--- src/hdl/rsl_regs.vh ---
/*
 * Constants for the repeater status and LED controller.
 * Assumes one 10 MHz clock; all intervals except the power-on count RSL_POR_CYCLES are derived from CLK_HZ.
 */
// Notes on behaviour
// - Internal power-on reset runs by itself, then repeater operation starts.
// - A select input picks internal power-on reset or external reset pin.
// - Rising edge of the selected reset starts a one-second lamp test.
// - Lamp test lights all single, legacy and bicolour A-side outputs.
// - Direct indicators stay lit during reset and one second after it.
// - Legacy indicators dark in reset, all lit during the one-second test, then lit for link up.
// - Eight bar outputs: 1,2,3,6,12,25,50 percent, top above 80 percent.
// - Combined carrier of all ports sampled at 6.25 Hz versus maximum.
// - Bargraph in fill style: all outputs up to current level lit.
// - Alert when traffic over 80 percent or a port partitioned for 1 s.
// - Alert stays until its cause ends, but at least 30 ms.
// - Activity and collision outputs show any port's activity or collision.
// - After an event ends its output holds 30 ms or until next event.
// - Each bicolour indicator uses two pins, each driven high or low.
// - Link and partition indicator logic repeated identically for ports 1-8.
// - Link down dark; link up colour one, or colour two if partitioned.
`ifndef RSL_REGS_VH
`define RSL_REGS_VH

`define RSL_CLK_HZ 10000000
`define RSL_CYC_PER_MS (`RSL_CLK_HZ / 1000)
`define RSL_CTR_W 24
`define RSL_NPORT 8

`define RSL_LAMP_TEST_MS 1000
`define RSL_LONG_COND_MS 1000
`define RSL_STRETCH_MS 30
`define RSL_ALERT_MIN_MS 30
`define RSL_SAMPLE_MS 160
`define RSL_POR_CYCLES 24'h000010

`define RSL_PCT_DIV 100
`define RSL_PCT_0 1
`define RSL_PCT_1 2
`define RSL_PCT_2 3
`define RSL_PCT_3 6
`define RSL_PCT_4 12
`define RSL_PCT_5 25
`define RSL_PCT_6 50
`define RSL_PCT_7 80
`define RSL_TOP_BAR 7

`define RSL_ST_RESET 3'h1
`define RSL_ST_TEST 3'h2
`define RSL_ST_RUN 3'h4

`endif

--- src/hdl/rsl_ctrl.v ---
/*
 * Status indication logic of an eight-port repeater: reset source
 * selection, lamp test, traffic bargraph, alert, global activity and
 * collision stretchers, and per-port bicolour link/partition indicators.
 * Assumes all inputs except reset_n are synchronous to clk; indicator pins are push-pull.
 */
`default_nettype none
`include "rsl_regs.vh"

module rsl_ctrl #(
    parameter [`RSL_CTR_W-1:0] LAMP_CYCLES = `RSL_LAMP_TEST_MS * `RSL_CYC_PER_MS,
    parameter [`RSL_CTR_W-1:0] LONG_CYCLES = `RSL_LONG_COND_MS * `RSL_CYC_PER_MS,
    parameter [`RSL_CTR_W-1:0] STRETCH_CYCLES = `RSL_STRETCH_MS * `RSL_CYC_PER_MS,
    parameter [`RSL_CTR_W-1:0] ALERT_MIN_CYCLES = `RSL_ALERT_MIN_MS * `RSL_CYC_PER_MS,
    parameter [`RSL_CTR_W-1:0] WIN_CYCLES = `RSL_SAMPLE_MS * `RSL_CYC_PER_MS
) (
    input wire clk,
    input wire reset_n,
    input wire reset_source_select,
    input wire ext_reset_in_n,
    input wire [`RSL_NPORT-1:0] port_carrier,
    input wire [`RSL_NPORT-1:0] port_rx_act,
    input wire [`RSL_NPORT-1:0] port_collision,
    input wire [`RSL_NPORT-1:0] port_link_ok,
    input wire [`RSL_NPORT-1:0] port_partitioned,
    output reg repeater_run_q,
    output reg [`RSL_NPORT-1:0] traffic_bar_led_n,
    output reg alert_led_n,
    output reg any_activity_led_n,
    output reg any_collision_led_n,
    output reg [`RSL_NPORT-1:0] compat_led_n,
    output reg [`RSL_NPORT-1:0] port_led_a,
    output reg [`RSL_NPORT-1:0] port_led_b
);

    localparam [`RSL_CTR_W-1:0] CTR_ONE = {{(`RSL_CTR_W-1){1'b0}}, 1'b1};
    localparam [`RSL_CTR_W-1:0] CTR_ZERO = {`RSL_CTR_W{1'b0}};

    function [31:0] bar_pct;
        input integer idx;
        begin
            case (idx)
                0: bar_pct = `RSL_PCT_0;
                1: bar_pct = `RSL_PCT_1;
                2: bar_pct = `RSL_PCT_2;
                3: bar_pct = `RSL_PCT_3;
                4: bar_pct = `RSL_PCT_4;
                5: bar_pct = `RSL_PCT_5;
                6: bar_pct = `RSL_PCT_6;
                default: bar_pct = `RSL_PCT_7;
            endcase
        end
    endfunction

    ////////////////////////////////////////////////////////////////////////////
    // Reset release through two flip-flops
    reg rst_meta_q;
    reg rst_sync_q;

    always @(posedge clk or negedge reset_n)
    begin
        if (!reset_n)
        begin
            rst_meta_q <= 1'b0;
            rst_sync_q <= 1'b0;
        end
        else
        begin
            rst_meta_q <= 1'b1;
            rst_sync_q <= rst_meta_q;
        end
    end

    ////////////////////////////////////////////////////////////////////////////
    // Internal power-on reset and source selection
    reg [`RSL_CTR_W-1:0] por_cnt_q;
    reg por_done_q;
    wire sel_rst_n;

    always @(posedge clk or negedge rst_sync_q)
    begin
        if (!rst_sync_q)
        begin
            por_cnt_q <= CTR_ZERO;
            por_done_q <= 1'b0;
        end
        else if (por_cnt_q != `RSL_POR_CYCLES)
        begin
            por_cnt_q <= por_cnt_q + CTR_ONE;
        end
        else
        begin
            por_done_q <= 1'b1;
        end
    end

    // External pin assumed a clean pulse, used only when selected
    assign sel_rst_n = reset_source_select ? ext_reset_in_n : por_done_q;

    ////////////////////////////////////////////////////////////////////////////
    // Lamp-test sequencer
    reg [2:0] state_q;
    reg [2:0] state_d;
    reg [`RSL_CTR_W-1:0] lamp_q;
    reg [`RSL_CTR_W-1:0] lamp_d;

    always @*
    begin
        state_d = state_q;
        lamp_d = lamp_q;
        case (state_q)
            `RSL_ST_RESET:
            begin
                if (sel_rst_n)
                begin
                    state_d = `RSL_ST_TEST;
                    lamp_d = LAMP_CYCLES - CTR_ONE;
                end
            end
            `RSL_ST_TEST:
            begin
                if (lamp_q == CTR_ZERO)
                begin
                    state_d = `RSL_ST_RUN;
                end
                else
                begin
                    lamp_d = lamp_q - CTR_ONE;
                end
            end
            `RSL_ST_RUN:
            begin
                state_d = `RSL_ST_RUN;
            end
            default:
            begin
                state_d = `RSL_ST_RESET;
            end
        endcase
        if (!sel_rst_n)
        begin
            state_d = `RSL_ST_RESET;
            lamp_d = CTR_ZERO;
        end
    end

    always @(posedge clk or negedge rst_sync_q)
    begin
        if (!rst_sync_q)
        begin
            state_q <= `RSL_ST_RESET;
            lamp_q <= CTR_ZERO;
        end
        else
        begin
            state_q <= state_d;
            lamp_q <= lamp_d;
        end
    end

    wire in_reset = (state_d == `RSL_ST_RESET);
    wire in_test = (state_d == `RSL_ST_TEST);
    wire force_lit = in_reset | in_test;

    ////////////////////////////////////////////////////////////////////////////
    // Traffic sampling window
    reg [`RSL_CTR_W-1:0] win_q;
    reg [`RSL_CTR_W-1:0] busy_q;
    reg [`RSL_NPORT-1:0] bar_q;
    wire carrier_any = |port_carrier;
    wire win_end = (win_q == WIN_CYCLES - CTR_ONE);
    wire [`RSL_NPORT-1:0] bar_d;

    genvar gi;
    generate
        for (gi = 0; gi < `RSL_NPORT; gi = gi + 1)
        begin : g_bar
            localparam [31:0] THR_W = (WIN_CYCLES * bar_pct(gi)) / `RSL_PCT_DIV;
            localparam [`RSL_CTR_W-1:0] THR = THR_W[`RSL_CTR_W-1:0];
            if (gi == `RSL_TOP_BAR)
            begin : g_top
                assign bar_d[gi] = (busy_q > THR);
            end
            else
            begin : g_low
                assign bar_d[gi] = (busy_q >= THR);
            end
        end
    endgenerate

    always @(posedge clk or negedge rst_sync_q)
    begin
        if (!rst_sync_q)
        begin
            win_q <= CTR_ZERO;
            busy_q <= CTR_ZERO;
            bar_q <= {`RSL_NPORT{1'b0}};
        end
        else if (win_end)
        begin
            win_q <= CTR_ZERO;
            busy_q <= CTR_ZERO;
            bar_q <= bar_d;
        end
        else
        begin
            win_q <= win_q + CTR_ONE;
            if (carrier_any)
            begin
                busy_q <= busy_q + CTR_ONE;
            end
        end
    end

    ////////////////////////////////////////////////////////////////////////////
    // Long-condition timers: high traffic and per-port partition
    reg [`RSL_CTR_W-1:0] hi_cnt_q;
    wire hi_long = (hi_cnt_q == LONG_CYCLES);
    wire [`RSL_NPORT-1:0] part_long;

    always @(posedge clk or negedge rst_sync_q)
    begin
        if (!rst_sync_q)
        begin
            hi_cnt_q <= CTR_ZERO;
        end
        else if (!bar_q[`RSL_TOP_BAR])
        begin
            hi_cnt_q <= CTR_ZERO;
        end
        else if (!hi_long)
        begin
            hi_cnt_q <= hi_cnt_q + CTR_ONE;
        end
    end

    generate
        for (gi = 0; gi < `RSL_NPORT; gi = gi + 1)
        begin : g_part
            reg [`RSL_CTR_W-1:0] pcnt_q;
            assign part_long[gi] = (pcnt_q == LONG_CYCLES);
            always @(posedge clk or negedge rst_sync_q)
            begin
                if (!rst_sync_q)
                begin
                    pcnt_q <= CTR_ZERO;
                end
                else if (!port_partitioned[gi])
                begin
                    pcnt_q <= CTR_ZERO;
                end
                else if (!part_long[gi])
                begin
                    pcnt_q <= pcnt_q + CTR_ONE;
                end
            end
        end
    endgenerate

    ////////////////////////////////////////////////////////////////////////////
    // Alert with minimum on-time counted from activation
    wire alert_cond = hi_long | (|part_long);
    reg alert_q;
    reg [`RSL_CTR_W-1:0] amin_q;

    always @(posedge clk or negedge rst_sync_q)
    begin
        if (!rst_sync_q)
        begin
            alert_q <= 1'b0;
            amin_q <= CTR_ZERO;
        end
        else if (!alert_q)
        begin
            if (alert_cond)
            begin
                alert_q <= 1'b1;
                amin_q <= ALERT_MIN_CYCLES - CTR_ONE;
            end
        end
        else if (amin_q != CTR_ZERO)
        begin
            amin_q <= amin_q - CTR_ONE;
        end
        else if (!alert_cond)
        begin
            alert_q <= 1'b0;
        end
    end

    ////////////////////////////////////////////////////////////////////////////
    // Global activity and collision stretchers
    wire act_led_n;
    wire col_led_n;

    rsl_stretch #(
        .HOLD_CYCLES(STRETCH_CYCLES)
    ) u_act (
        .clk(clk),
        .rst_n(rst_sync_q),
        .ev(|port_rx_act),
        .led_n_q(act_led_n)
    );

    rsl_stretch #(
        .HOLD_CYCLES(STRETCH_CYCLES)
    ) u_col (
        .clk(clk),
        .rst_n(rst_sync_q),
        .ev(|port_collision),
        .led_n_q(col_led_n)
    );

    ////////////////////////////////////////////////////////////////////////////
    // Output stage: lamp-test override and per-port bicolour drive
    generate
        for (gi = 0; gi < `RSL_NPORT; gi = gi + 1)
        begin : g_port
            always @(posedge clk or negedge rst_sync_q)
            begin
                if (!rst_sync_q)
                begin
                    port_led_a[gi] <= 1'b1;
                    port_led_b[gi] <= 1'b0;
                    compat_led_n[gi] <= 1'b1;
                end
                else
                begin
                    compat_led_n[gi] <= in_reset ? 1'b1 :
                        (in_test ? 1'b0 : ~port_link_ok[gi]);
                    if (force_lit)
                    begin
                        port_led_a[gi] <= 1'b1;
                        port_led_b[gi] <= 1'b0;
                    end
                    else if (!port_link_ok[gi])
                    begin
                        port_led_a[gi] <= 1'b1;
                        port_led_b[gi] <= 1'b1;
                    end
                    else
                    begin
                        port_led_a[gi] <= ~port_partitioned[gi];
                        port_led_b[gi] <= port_partitioned[gi];
                    end
                end
            end
        end
    endgenerate

    always @(posedge clk or negedge rst_sync_q)
    begin
        if (!rst_sync_q)
        begin
            repeater_run_q <= 1'b0;
            traffic_bar_led_n <= {`RSL_NPORT{1'b0}};
            alert_led_n <= 1'b0;
            any_activity_led_n <= 1'b0;
            any_collision_led_n <= 1'b0;
        end
        else
        begin
            repeater_run_q <= ~in_reset;
            if (force_lit)
            begin
                traffic_bar_led_n <= {`RSL_NPORT{1'b0}};
                alert_led_n <= 1'b0;
                any_activity_led_n <= 1'b0;
                any_collision_led_n <= 1'b0;
            end
            else
            begin
                traffic_bar_led_n <= ~bar_q;
                alert_led_n <= ~alert_q;
                any_activity_led_n <= act_led_n;
                any_collision_led_n <= col_led_n;
            end
        end
    end

endmodule

`default_nettype wire

--- src/hdl/rsl_stretch.v ---
/*
 * Event stretcher for an active-low indicator.
 * Assumes ev is synchronous to clk; rst_n is the synchronised reset.
 */
`default_nettype none
`include "rsl_regs.vh"

module rsl_stretch #(
    parameter [`RSL_CTR_W-1:0] HOLD_CYCLES = `RSL_STRETCH_MS * `RSL_CYC_PER_MS
) (
    input wire clk,
    input wire rst_n,
    input wire ev,
    output reg led_n_q
);

    reg [`RSL_CTR_W-1:0] hold_q;
    reg [`RSL_CTR_W-1:0] hold_d;
    reg led_n_d;

    ////////////////////////////////////////////////////////////////////////////
    // Lit while the event lasts, then for HOLD_CYCLES; a new event reloads
    always @*
    begin
        hold_d = hold_q;
        led_n_d = led_n_q;
        if (ev)
        begin
            hold_d = HOLD_CYCLES;
            led_n_d = 1'b0;
        end
        else if (hold_q != {`RSL_CTR_W{1'b0}})
        begin
            hold_d = hold_q - {{(`RSL_CTR_W-1){1'b0}}, 1'b1};
            led_n_d = 1'b0;
        end
        else
        begin
            led_n_d = 1'b1;
        end
    end

    always @(posedge clk or negedge rst_n)
    begin
        if (!rst_n)
        begin
            hold_q <= {`RSL_CTR_W{1'b0}};
            led_n_q <= 1'b1;
        end
        else
        begin
            hold_q <= hold_d;
            led_n_q <= led_n_d;
        end
    end

endmodule

`default_nettype wire
--- config.mk ---
export PLATFORM = sky130hd
export DESIGN_NAME = rsl_ctrl
export DESIGN_NICKNAME = d
export VERILOG_FILES = /design/src/hdl/rsl_ctrl.v /design/src/hdl/rsl_stretch.v
export VERILOG_INCLUDE_DIRS = /design/src /design/src/hdl
export SDC_FILE = /design/constraint.sdc
export NUM_CORES = 1
export LEC_CHECK = 0
export BUFFER_PORTS_ARGS = -buffer_cell sky130_fd_sc_hd__buf_2
export CORE_ASPECT_RATIO = 0.6
export CORE_UTILIZATION = 30
export DETAILED_ROUTE_END_ITERATION = 16
export PLACE_DENSITY = 0.51
export SETUP_SLACK_MARGIN = 0.02
export SYNTH_ARGS = -nofsm -noshare
export SYNTH_HDL_FRONTEND = slang
export SYNTH_SLANG_ARGS = --single-unit
export TNS_END_PERCENT = 20
--- constraint.sdc ---
create_clock -name clk -period 12.1 [get_ports clk]
set_input_delay 0.605 -clock clk [delete_from_list [all_inputs] [get_ports clk]]
set_output_delay 0.605 -clock clk [all_outputs]
set_load 0.005 [all_outputs]
-- Yosys cells after proc, flatten, opt, wreduce, memory -nomap -nowiden
Cells that the tools add are included.
- input port bits: 44
- word-level logic and storage cells: 234
- output and inout bits: 36
- flip-flop bits (word level): 437
- magnitude comparators: 8
- reductions and logical operators: 14
- eq/ne operators: 28
- mux-type cells: 94
- add/sub/neg operators: 16
- bitwise logic cells: 21
- operators with widths (kind ; count):
    two-way mux 24 bit ; 30
    adder 24 x 1 -> 24 bit (second input constant) ; 12
    == test 24 bit (second input constant) ; 9
    subtractor 24 x 1 -> 24 bit (second input constant) ; 4
    nonzero test 24 bit ; 3
    two-way mux 1 bit ; 59
    case mux 24 bit (2 select lines) ; 1
    OR reduction 8 bit ; 4
    == test 24 x 21 -> 1 bit (second input constant) ; 1
    >= comparator 24 x 14 -> 1 bit (second input constant) ; 1
    >= comparator 24 x 15 -> 1 bit (second input constant) ; 1
    >= comparator 24 x 16 -> 1 bit (second input constant) ; 1
    >= comparator 24 x 17 -> 1 bit (second input constant) ; 1
    >= comparator 24 x 18 -> 1 bit (second input constant) ; 1
    >= comparator 24 x 19 -> 1 bit (second input constant) ; 1
    >= comparator 24 x 20 -> 1 bit (second input constant) ; 1
    greater-than comparator 24 x 21 -> 1 bit (second input constant) ; 1
    logical NOT 24 bit ; 1
    inequality test 24 x 5 -> 1 bit (second input constant) ; 1
    inequality test 2 bit (second input constant) ; 9
    NOT 1 bit ; 18
    case mux 3 bit (3 select lines) ; 1
    two-way mux 8 bit ; 1
    NOT 8 bit ; 1
    other kinds (10) ; 18

-- Depth between registers and ports, before layout
Gate-level depths: netlist (run 1).
- depth in word-level cells: 7
- gate-level depth with buffers: 11
- mapped depth without buffers: 9

-- Cells and area by module
From an unflattened synthesis (run 1), not the netlist that was laid out.
- cells, all modules: 2283
- area total of the unflattened synthesis: 22147.5 um^2
- by module, submodules not included (module ; seq. area each (um^2) ; area each (um^2) ; instances ; cells an instance):
    rsl_ctrl ; 9705.6 ; 19134.6 ; 1 ; 1975
    rsl_stretch ; 626.9 ; 1506.4 ; 2 ; 154

-- Worst setup path before layout (run 1)
OpenSTA, ideal clock, no wires.
- path type: flip-flop to flip-flop
- start: register lamp_q[0]
- end: register any_collision_led_n
- slack: 9.642 ns
- data arrival time: 2.392 ns
- buffers on the path: 2
- library setup time: 0.066 ns
- stages on the path, launching flop included: 12
- period minus slack after synthesis: 2.458 ns
- data required time: 12.034 ns
- cell sequence: dfrtp_1 inv_1 ha_1 nor4b_1 and4bb_2 and3_4 a41oi_1 or3_1 buf_6 inv_2 buf_6 and2_1
- word-level cells in the longest chain between the ends: 7
- elaborated cells between the ends (all ways): 8
- those cells by class: eq/ne: 2; mux: 4; bitwise: 1; reduce/logical: 1
- RTL lines (item ; line ; text):
    start: declaration ; rsl_ctrl.v:104 ; reg [`RSL_CTR_W-1:0] lamp_q;
    start signal: assignment ; rsl_ctrl.v:157 ; lamp_q <= lamp_d;
    logical NOT 24 bit (*) ; rsl_ctrl.v:122 ; if (lamp_q == CTR_ZERO)
    two-way mux 3 bit (*) ; rsl_ctrl.v:122 ;
    case mux 3 bit (3 select lines) (*) ; rsl_ctrl.v:111 ; case (state_q)
    two-way mux 3 bit (*) ; rsl_ctrl.v:140 ; if (!sel_rst_n)
    via state_d[2] ; rsl_ctrl.v:103 ; reg [2:0] state_d;
    == test 3 x 1 -> 1 bit (no source line) or == test 3 x 2 -> 1 bit (tied branches) ; -- ;
    bitwise OR 1 bit (*) ; rsl_ctrl.v:163 ; wire force_lit = in_reset | in_test;
    two-way mux 1 bit (*) ; rsl_ctrl.v:364 ; if (force_lit)
    end signal: assignment ; rsl_ctrl.v:376 ; any_collision_led_n <= col_led_n;
    end: declaration ; rsl_ctrl.v:30 ; output reg any_collision_led_n,
Mark *: on every way through the listed nets, which the timed path passes. The rest lies on a longest branch.
A chain may end at the register's enable or synchronous reset.

-- Final worst setup path (run 1)
- start: register lamp_q[0]
- end: register port_led_a[1]
- word-level cells in the longest chain between the ends: 7
- elaborated cells between the ends (all ways): 8
- those cells by class: eq/ne: 2; mux: 4; bitwise: 1; reduce/logical: 1
- RTL lines (item ; line ; text):
    logical NOT 24 bit (*) ; rsl_ctrl.v:122 ;
    two-way mux 3 bit (*) ; rsl_ctrl.v:122 ;
    case mux 3 bit (3 select lines) (*) ; rsl_ctrl.v:111 ;
    two-way mux 3 bit (*) ; rsl_ctrl.v:140 ;
    == test 3 x 1 -> 1 bit (no source line) or == test 3 x 2 -> 1 bit (tied branches) ; -- ;
    bitwise OR 1 bit (*) ; rsl_ctrl.v:163 ;
    two-way mux 1 bit (*) ; rsl_ctrl.v:331 ; if (force_lit)
    end signal: indexed assignment ; rsl_ctrl.v:343 ; port_led_a[gi] <= ~port_partitioned[gi];
    end: declaration ; rsl_ctrl.v:32 ; output reg [`RSL_NPORT-1:0] port_led_a,
Mark *: on every way between the ends. The rest lies on a longest branch, timed or not.

==> impl_results.md, run 1 <==
* Synth top area share at between 40% and 50%
* Yosys top cell by area: dfrtp_1
* Core area at roughly 70000 sq um
* Clock tree buffer depth at 3
* Clock Latency Late Sink at ~0.6 ns
* Warnings from Yosys at 0
* Clock Skew at around 0.018 ns
* Area grow syn2layout at 13.5%
* Most common cell after layout, fill and taps aside: dfrtp_1
* Pwr/cell area at approximately 140 nW/um^2
* Nets at roughly 2400
* Initial core utilization at around 31%
* Die width at around 350 um
* Slew headroom at about 23%
* Clock Pin Slew Worst Setup and Hold Paths at approximately 0.06 ns
* GRT overflow at 0
* Top cells by area, synth: dfrtp_1 (49%), nor2_1 (5.7%), xnor2_1 (5.5%), xor2_1 (5.5%), nand3_1 (3.2%)
* Startpoint types: flop
* Number of cell rows at 75
* Maximum VDD drop at around 77 uV
* CP arrival at around 3.6 ns
* Slack of the critical path at 8.98 ns
* Worst EP required at ~13 ns
* Pre-CTS WS at 8.96 ns
* Primary FF master, synth: dfrtp_1
* Max Cap Violations at 0
* DR vias at ~16000
* Endpoints failing setup at 0
* Antenna violations before repair at 0
* Vias in the first global route at between 15000 and 20000
* Post-synth EDFFs at 0
* Peak Freq at between 0.3 and 0.4 GHz
* WL/cell at about 15 um
* Post-CTS Setup Bufs at 0
* H-tree levels at 2
* Die height at ~210 um
* Router iterations before antenna repair at 5
* Die area at slightly above 70000 sq um
* Critical path capture point type: flop
* Mapped cell area at about 21000 sq um
* Synth Area per Inst at 9.65 sq um
* Tmin final at between 3 and 4 ns
* # fillers at 7037
* I/O Pins at 80
* RSZ-0062 raised after global routing: false
* Residual DRC at 0
* Run status: finished clean
* First-pass GRT wire length at 82.4 mm
* Final Hold Viols at 0
* Setup_tns at 0 ns
* Total CTS buffers at 46
* Post-Synthesis Cells at around 2200
* Synth unique cells at 69
* DP HPWL at 32.8 mm
* Yosys reg bits at around 440
* FF-to-FF path depth at 10
* TritonCTS clock tree: done
* Critical Path Fanout Max at 18
* Tcrit/Tclk final at about a quarter
* Global Route Usage Sum at a little over an eighth
* Hold-critical path depth at 2
* Antenna-violating nets left at 0
* Async S/R FF share, synth at 100%
* Crit path kind: flop to flop
* Worst Max-Slew Pin Slew at roughly 1.2 ns
* CTS root buffer: clkbuf_16
* Syn nets at around 2300
* Port Buffers at 79
* Total Routed Length at 48.9 mm
* Slew Viols, Final at 0
* Largest net degree at the start of global routing at 151
* Leakage at ~10 nW
* Gpl congestion at between 0.7 and 0.8
* Clock sink total at 437
* CP max-delay cell: nor4b_1
* Vias/cell at ~5
* Share of post-route cells with drive strength above 1 at 8.98%
* Post-synthesis sequential area ratio at roughly half
* Tightest Hold Check Type: input port to flop
* Drt first-iter violations at about 1300
* Most frequent cells in the layout: dfrtp_1 (417), nor2_1 (326), nand2_1 (160), nand3_1 (137)
* CP max stage delay at 0.54 ns
* Worst-path cell chain: inv_1 > ha_1 > nor4b_1 > and4bb_2 > and3_4 > a41oi_1 > or3_1 > buf_4 > inv_2 > nand3_1
[worst paths after layout]
check,start,slack (ns),to
max,lamp_q[0],8.98,port_led_a[1]
min,port_link_ok[7],0.19,port_led_a[7]
max reg2reg,lamp_q[0],8.98,port_led_a[1]
min reg2reg,rst_meta_q,0.35,rst_sync_q
max in group asynchronous,rst_sync_q,9.26,u_act.hold_q[6]
min in group asynchronous,reset_n,0.34,rst_sync_q
[synth_stat cells (all sizes together) (48+ instances only)]
| library cell | n |
|---|---|
| clkbuf | 48 |
| o21ai | 79 |
| a21oi | 90 |
| nand3 | 137 |
| nor2 | 326 |
| nand2 | 160 |
| dfrtp | 418 |
| xnor2 | 134 |
| xor2 | 134 |
| or3 | 63 |
| nand4 | 68 |
| nor4 | 66 |
| nor3 | 70 |
| inv | 73 |
[kinds of logic (layout without fill, tap and decap cells)]
family | after synthesis | after routing | synth area share (%)
adder cells (fa/ha/maj) | 27 | 27 | 1.58
AO/OA/AOI/OAI | 243 | 243 | 6.67
flip-flops | 437 | 437 | 51.1
multiplexers | 20 | 20 | 0.939
other | 1 | 2 | 0.0175
AND/OR/NAND/NOR | 1094 | 1094 | 26.3
XOR/XNOR | 268 | 268 | 10.9
buffers and inverters | 132 | 248 | 2.46
[routing by layer]
layer	track usage (%)	part of all wire (%)
met1	21.5	54
met2	18.8	40
met3	2.76	4.5
met4	3.51	1.7
met5	0	0
[registers in the layout (all words and copies together), names as in the netlist, 8 cells and up]
name	flops
g_part.pcnt_q	192
por_cnt_q	24
hi_cnt_q	24
lamp_q	24
port_led_a	8
busy_q	24
u_act.hold_q	24
bar_q	8
u_col.hold_q	24
win_q	24
amin_q	24
compat_led_n	8
port_led_b	8
traffic_bar_led_n	8
[area by class of cell]
| type | instances | area [sq um] | share of cell area [%] |
|---|---|---|---|
| repair buffers | 92 | 508 | 2.09 |
| multi-input cells | 1653 | 9970 | 41.0 |
| clock buffers | 68 | 1310 | 5.40 |
| well taps | 924 | 1160 | 4.75 |
| diodes | 1 | 2.50 | 0.0103 |
| inverters | 73 | 274 | 1.13 |
| clock inverters | 15 | 151 | 0.622 |
| flip-flops and latches | 437 | 11000 | 45.0 |
[per-stage QoR]
stage	util, %	instances	power (W)	hold slack, ns	instance area, sq um
2_1_floorplan	-	2222	0.00181	0.309	21400
3_3_place_gp	32.5	3178	0.00192	0.338	22900
3_5_place_dp	32.5	3178	0.00193	0.340	22900
4_1_cts	34.6	3262	0.00337	0.148	24300
5_1_grt	34.6	3262	0.00348	0.174	24300
6_report	34.6	3263	0.00330	0.192	24300
[power by group]
| part | switching, W | internal, W | total, W |
|---|---|---|---|
| combinational | 0.000184 | 0.000108 | 0.000291 |
| clock | 0.000604 | 0.000797 | 0.00140 |
| sequential | 0.0000740 | 0.00154 | 0.00161 |
[worst max-delay path, delay by kind of cell (launching register included)]
family	cells	cell delay [ns]
adder cells (fa/ha/maj)	1	0.20
buffers and inverters	3	0.68
AND/OR/NAND/NOR	5	1.60
flip-flops	1	0.41
AO/OA/AOI/OAI	1	0.11
[what timing repair did]
action	in CTS	in global routing
endpoints found under the setup margin	0	0
hold buffers	1	0
resized for setup	0	0
endpoints found under the hold margin	2	0
(Power assumes the default switching activity.)
==> inputs of run 2 (changes only) <==
clock period = 2.6 ns   (was 12.1 ns; I/O delays follow)
==> run 2 against run 1 <==
Compared with the run above:
- critical path depth down 4
- largest cell class unchanged
- setup slack got worse by 8.9 ns
- highest routed layer unchanged
- combinational power increased to 5.5 times the previous value
- worst hold slack lost 0.16 ns
- sequential share of layout area decreased by 1.6 points
- count of clock-buffer cells in the layout down 1
- clock skew increased by 0.0043 ns
- non-clock buffer count rose by 76
- sequential power rose to 4.7 times the previous value
- clock power grew to 4.9 times the previous value
==> impl_results.md, run 2 (same netlist as run 1, synthesis figures left out) <==
* Vias/cell at 4.94 (+0.43%)
* Worst Max-Slew Pin Slew at 0.841 ns (-0.314 ns)
* Worst-path cell chain: or4_1 > or3_4 > or4b_1 > and3_4 > xnor2_1 > nand2_1
* R2r endpoint: u_act.hold_q[5]
* Tightest Hold Check Type: input port to flop
* Slew Viols, Final at 0 (unchanged)
* Post-CTS Setup Bufs at 0 (unchanged)
* Clock Latency Late Sink at 0.58 ns (about the same)
* Clock tree buffer depth at 3 (unchanged)
* RSZ-0062 raised after global routing: false
* Most frequent cells in the layout: dfrtp_1 (417), nor2_1 (326), nand2_1 (160), nand3_1 (137)
* Reg2Reg Setup Slack at 0.09 ns (-8.89 ns)
* Endpoint, Worst Hold: u_col.hold_q[15]
* Top reg by flops: g_part.pcnt_q
* Run status: finished clean
* I/O Pins at 80 (unchanged)
* CP arrival at 2.94 ns (-0.66 ns)
* Min-delay src: port_collision[0]
* Crit path kind: flop to flop
* Area grow syn2layout at 17.7%
* CTS root buffer: clkbuf_16
* DR vias at 16500 (+2.8%)
* Switching pwr at 0.00410 W (+380%)
* CP max stage delay at 0.59 ns (+0.05 ns)
* Peak Freq at 0.399 GHz (+24%)
* Vias in the first global route at 15900 (+1.7%)
* TritonCTS clock tree: done
* FF-to-FF path depth at 6 (-4)
* Die width at 347 um (unchanged)
* Net Sw Frac at 25.7% (-0.42 points)
* Gpl congestion at 0.818 (+3.9%)
* Antenna violations before repair at 1 (+1)
* Largest register FFs at 192 (unchanged)
* Slack of the critical path at 0.0917 ns (-8.89 ns)
* Port Buffers at 79 (unchanged)
* Core area at 70300 sq um (unchanged)
* Power Total at 0.0160 W (+380%)
* Critical Path Fanout Max at 5 (-13)
* Maximum VDD drop at 404 uV (+420%)
* Pre-CTS WS at 0.0295 ns (-8.93 ns)
* Pwr/cell area at 633 nW/um^2 (+370%)
* Critical path capture point type: flop
* CP max-delay cell: or4_1
* Startpoint types: flop
* Total CTS buffers at 45 (-2.2%)
* Antenna-violating nets left at 0 (unchanged)
* Tcrit/Tclk final at 96.5% (+71 points)
* H-tree levels at 2 (unchanged)
* Logic pwr share at 10.0% (+1.2 points)
* Global Route Usage Sum at 14.0% (+0.28 points)
* Router iterations before antenna repair at 5 (unchanged)
* First-pass GRT wire length at 84.4 mm (+2.4%)
* Slew headroom at 43.9% (+21 points)
* Clock sink total at 437 (unchanged)
* Drt first-iter violations at 1092 (-14%)
* Nets at 2449 (+3.2%)
* Die area at 72600 sq um (unchanged)
* Crit path buf inv count at 0 (-3)
* Clock share of power at 43.1% (+0.7 points)
* Most common cell after layout, fill and taps aside: dfrtp_1
* Clock Pin Slew Worst Setup and Hold Paths at 0.06 ns (about the same)
* Final Hold Viols at 0 (unchanged)
* Clock Skew at 0.0224 ns (+0.00434 ns)
* Reg-to-Reg Start: u_act.hold_q[12]
* Residual DRC at 0 (unchanged)
* WL/cell at 15.0 um (+0.21%)
* Hold-critical path depth at 4 (+2)
* Die height at 209 um (unchanged)
* Max Cap Violations at 0 (unchanged)
* Internal at 0.0119 W (+390%)
* Worst EP required at 3.03 ns (-9.55 ns)
* Number of cell rows at 75 (unchanged)
* Sequential share of power at 46.9% (-1.9 points)
* Tmin final at 2.51 ns (-0.611 ns)
* Total Routed Length at 50.2 mm (+2.6%)
* Largest net degree at the start of global routing at 97 (-36%)
* Share of post-route cells with drive strength above 1 at 11.6% (+2.6 points)
* Endpoints failing setup at 0 (unchanged)
* Initial core utilization at 30.5% (unchanged)
* Leakage at 10.4 nW (+4.8%)
* DP HPWL at 35.0 mm (+6.6%)
* GRT overflow at 0 (unchanged)
* Delay-heaviest family, CP: simple AND/OR/NAND/NOR gates
## run 2: cell count changes in the layout (fill, tap and decap cells not counted), sizes merged
| cell | delta |
|---|---|
| clkinv | -1 |
| clkbuf | -1 |
| inv | +1 |
| clkinvlp | -1 |
| bufinv | +3 |
| buf | +57 |
| diode | +1 |
| dlygate4sd3 | +19 |
## run 2: worst max-delay path by stage
stage,from,end,slack [ns],depth (start not counted)
detailed placement,lamp_q[0],any_activity_led_n,0.03,11
finish,u_act.hold_q[12],u_act.hold_q[5],0.09,6
CTS,lamp_q[0],any_activity_led_n,0.05,11
global placement,lamp_q[0],any_activity_led_n,0.06,11
global route,u_act.hold_q[12],u_act.hold_q[5],0.02,6
floorplan,rst_sync_q,alert_led_n,-1.67,0
## run 2: what timing repair did
| action | 4_1_cts | 5_1_grt |
|---|---|---|
| gates resized for setup | 1 | 15 |
| hold buffers | 20 | 0 |
| hold endpoints to repair | 46 | 0 |
| endpoints found under the setup margin | 6 | 51 |
| pin swaps | 0 | 2 |
## run 2: worst min-delay path: cells and delay by family
kind | cells | cell delay, ns
buf+inv | 1 | 0.08
simple gates | 3 | 0.36
## run 2: cell type report
class	count	area, sq um
Fill cell	6986	45000
Sequential cell	437	11000
Multi-Input combinational cell	1653	10000
Clock buffer	67	1340
Timing Repair Buffer	168	1220
Tap cell	924	1160
Inverter	73	274
Clock inverter	17	226
Antenna cell	2	5.00
## run 2: per-stage QoR
stage	cells	area [sq um]	util [%]	hold slack (ns)	setup TNS, ns
3_5_place_dp	3235	23400	33.3	-0.0799	0
3_3_place_gp	3235	23400	33.3	-0.0845	0
4_1_cts	3339	25200	35.8	0.00666	0
2_1_floorplan	2222	21400	-	-0.166	-705.82
5_1_grt	3339	25200	35.9	0.0454	0
6_report	3341	25200	35.9	0.0289	0
## run 2: power by group through the flow
| stage | Clock (W) | Sequential, W | Combinational, W |
|---|---|---|---|
| 2_1_floorplan | 0 | 0.00759 | 0.000841 |
| 5_1_grt | 0.00743 | 0.00754 | 0.00179 |
| 3_5_place_dp | 0 | 0.00759 | 0.00156 |
| 3_3_place_gp | 0 | 0.00758 | 0.00153 |
| 4_1_cts | 0.00715 | 0.00747 | 0.00159 |
| 6_report | 0.00689 | 0.00749 | 0.00160 |
## run 2: routing by layer
metal	track usage (%)	vias to the layer above	part of all wire (%)
met3	2.47	58	4.7
met4	3.02	0	1.6
met2	19.1	259	39
met1	22.4	8078	55
met5	0	-	0
li1	-	8097	-
==> inputs of run 3 (changes only) <==
REMOVE_ABC_BUFFERS = 1   (was not set)
==> run 3 against run 2 <==
Compared with the run above:
- sequential cell count is the same
- fmax shrank 3.0%
- global-route usage increased by 0.84 points
- sequential power shrank 0.7%
- design area up 5.3%
- setup slack lost 0.078 ns
- routed wire length rose by 4.7%
- core utilization rose by 1.9 points
==> impl_results.md, run 3 (same netlist as run 1, synthesis figures left out) <==
* Clock sink total at 437 (unchanged)
* Maximum VDD drop at 406 uV (+0.49%)
* Critical path capture point type: flop
* Slew headroom at 38.9% (-5.0 points)
* Clock Pin Slew Worst Setup and Hold Paths at 0.06 ns (about the same)
* CP arrival at 3.05 ns (+0.11 ns)
* Most frequent cells in the layout: dfrtp_1 (417), nor2_1 (325), buf_4 (254), nand2_1 (160), nand3_1 (137)
* DP HPWL at 36.7 mm (+4.9%)
* H-tree levels at 2 (unchanged)
* First-pass GRT wire length at 89.0 mm (+5.5%)
* Residual DRC at 0 (unchanged)
* Largest net degree at the start of global routing at 81 (-16%)
* Vias in the first global route at 17100 (+7.5%)
* Worst Max-Slew Pin Slew at 0.915 ns (+0.0743 ns)
* Worst EP required at 3.06 ns (+0.03 ns)
* Largest register FFs at 192 (unchanged)
* CTS root buffer: clkbuf_16
* Final Hold Viols at 0 (unchanged)
* Clock tree buffer depth at 3 (unchanged)
* Top reg by flops: g_part.pcnt_q
* Multi-input combinational cell area at 10000 sq um (about the same)
* Endpoints failing setup at 0 (unchanged)
* Area grow syn2layout at 23.9%
* GRT overflow at 0 (unchanged)
* Internal at 0.0116 W (-2.7%)
* Final Cell Area at 26600 sq um (+5.3%)
* Pwr/cell area at 590 nW/um^2 (-6.9%)
* Sequential share of power at 47.5% (+0.6 points)
* Total CTS buffers at 46 (+2.2%)
* Post-Layout Cell Count at 3533 (+5.7%)
* DP Area at 24800 sq um (+6.1%)
* Most common cell after layout, fill and taps aside: dfrtp_1
* Drt first-iter violations at 1207 (+11%)
* Logic pwr share at 11.3% (+1.3 points)
* Die width at 347 um (unchanged)
* Initial core utilization at 30.5% (unchanged)
* Clock Latency Late Sink at 0.58 ns (about the same)
* I/O Pins at 80 (unchanged)
* # fillers at 6897 (-1.3%)
* Tightest Hold Check Type: input port to flop
* WL/cell at 14.9 um (-0.99%)
* Crit path kind: flop to flop
* Critical Path Fanout Max at 9 (+4)
* Total Routed Length at 52.5 mm (+4.7%)
* Ant. Diodes at 0 (-2)
* Die height at 209 um (unchanged)
* Share of post-route cells with drive strength above 1 at 17.9% (+6.3 points)
* Net Sw Frac at 26.3% (+0.59 points)
* Final hold slack at 0.0225 ns (-0.00640 ns)
* Leakage at 11.4 nW (+9.6%)
* Port Buffers at 79 (unchanged)
* Clock share of power at 41.2% (-1.9 points)
* Seq. cell area at 11000 sq um (unchanged)
* Core area at 70300 sq um (unchanged)
* Peak Freq at 0.387 GHz (-3.0%)
* Max Cap Violations at 0 (unchanged)
* Global Route Usage Sum at 14.8% (+0.84 points)
* Router iterations before antenna repair at 5 (unchanged)
* Clock Skew at 0.0239 ns (+0.00150 ns)
* Antenna-violating nets left at 0 (unchanged)
* DR vias at 17200 (+4.2%)
* TritonCTS clock tree: done
* Switching pwr at 0.00411 W (+0.34%)
* Gpl congestion at 0.807 (-1.3%)
* Tmin final at 2.59 ns (+0.0785 ns)
* Antenna violations before repair at 1 (unchanged)
* Startpoint types: flop
* Die area at 72600 sq um (unchanged)
* Run status: finished clean
* Slew Viols, Final at 0 (unchanged)
* RSZ-0062 raised after global routing: true
* Vias/cell at 4.86 (-1.5%)
* Nets at 2646 (+8.0%)
* Number of cell rows at 75 (unchanged)
* Placed cell count at 3425 (+5.9%)
* Tcrit/Tclk final at 99.5% (+3.0 points)
run 3: cell types whose count changed in the layout (fill, tap and decap cells not counted), sizes merged, moves of 2 or more:
cell,previous run,this run
buf,148,343
bufinv,5,2
clkinv,8,11
clkinvlp,2,0
diode,2,0
run 3: layout make-up:
| class | instances | area share (%) |
|---|---|---|
| flip-flops and latches | 437 | 41.2 |
| inverters | 73 | 1.03 |
| clock buffers | 68 | 4.91 |
| well taps | 924 | 4.35 |
| clock inverters | 14 | 0.466 |
| multi-input cells | 1653 | 37.8 |
| repair buffers | 364 | 10.2 |
run 3: power by group through the flow:
stage	clock network, W	registers (W)	logic (W)
floorplan	0	0.00760	0.000823
global placement	0	0.00754	0.00171
detailed placement	0	0.00754	0.00175
CTS	0.00672	0.00742	0.00178
global route	0.00701	0.00748	0.00200
finish	0.00645	0.00744	0.00178
run 3: final timing paths:
path,to,start,slack (ns),cells after the start
min in group asynchronous,bar_q[3],rst_sync_q,0.26,0
max in group asynchronous,port_led_a[3],rst_sync_q,1.51,1
worst min register to register,bar_q[3],rst_sync_q,0.26,0
worst max register to register,amin_q[20],g_part[2].pcnt_q[18],0.01,8
worst min-delay path,u_col.hold_q[5],port_collision[2],0.02,4
worst max-delay path,amin_q[20],g_part[2].pcnt_q[18],0.01,8
run 3: through the flow:
step                      power (W)  TNS [ns]  worst slack (ns)  utilization (%)
after floorplan             0.00842  -4570.12            -10.45                -
after global placement      0.00925     -6.95            -0.535             35.3
after detailed placement    0.00929     -8.22            -0.603             35.3
after CTS                    0.0159   -0.0131           -0.0131             37.7
after global routing         0.0165   -0.0880           -0.0753             37.8
final                        0.0157         0            0.0132             37.8
run 3: repair_timing:
action / in CTS / in global routing
hold buffers: 21 / 0
buffers inserted: 4 / 1
gates resized for setup: 8 / 9
endpoints found under the hold margin: 47 / 0
setup endpoints to repair: 35 / 44
pin swaps: 1 / 0
run 3: critical path, cell delays in order (launching register included):
cell     delay [ns]
dfrtp_1        0.38
or4b_1         0.52
or4b_4         0.55
nor3_4         0.16
or4_4          0.19
nor4_4         0.05
buf_4          0.17
buf_4          0.15
a211o_1        0.28
run 3: per-layer routing:
layer / up-vias / part of all wire [%] / track usage, %
met4: 2 / 1.5 / 3.05
met5: - / 0.017 / 0
li1: 8493 / - / -
met3: 52 / 5.2 / 3.18
met2: 311 / 40 / 20.8
met1: 8324 / 53 / 23.0
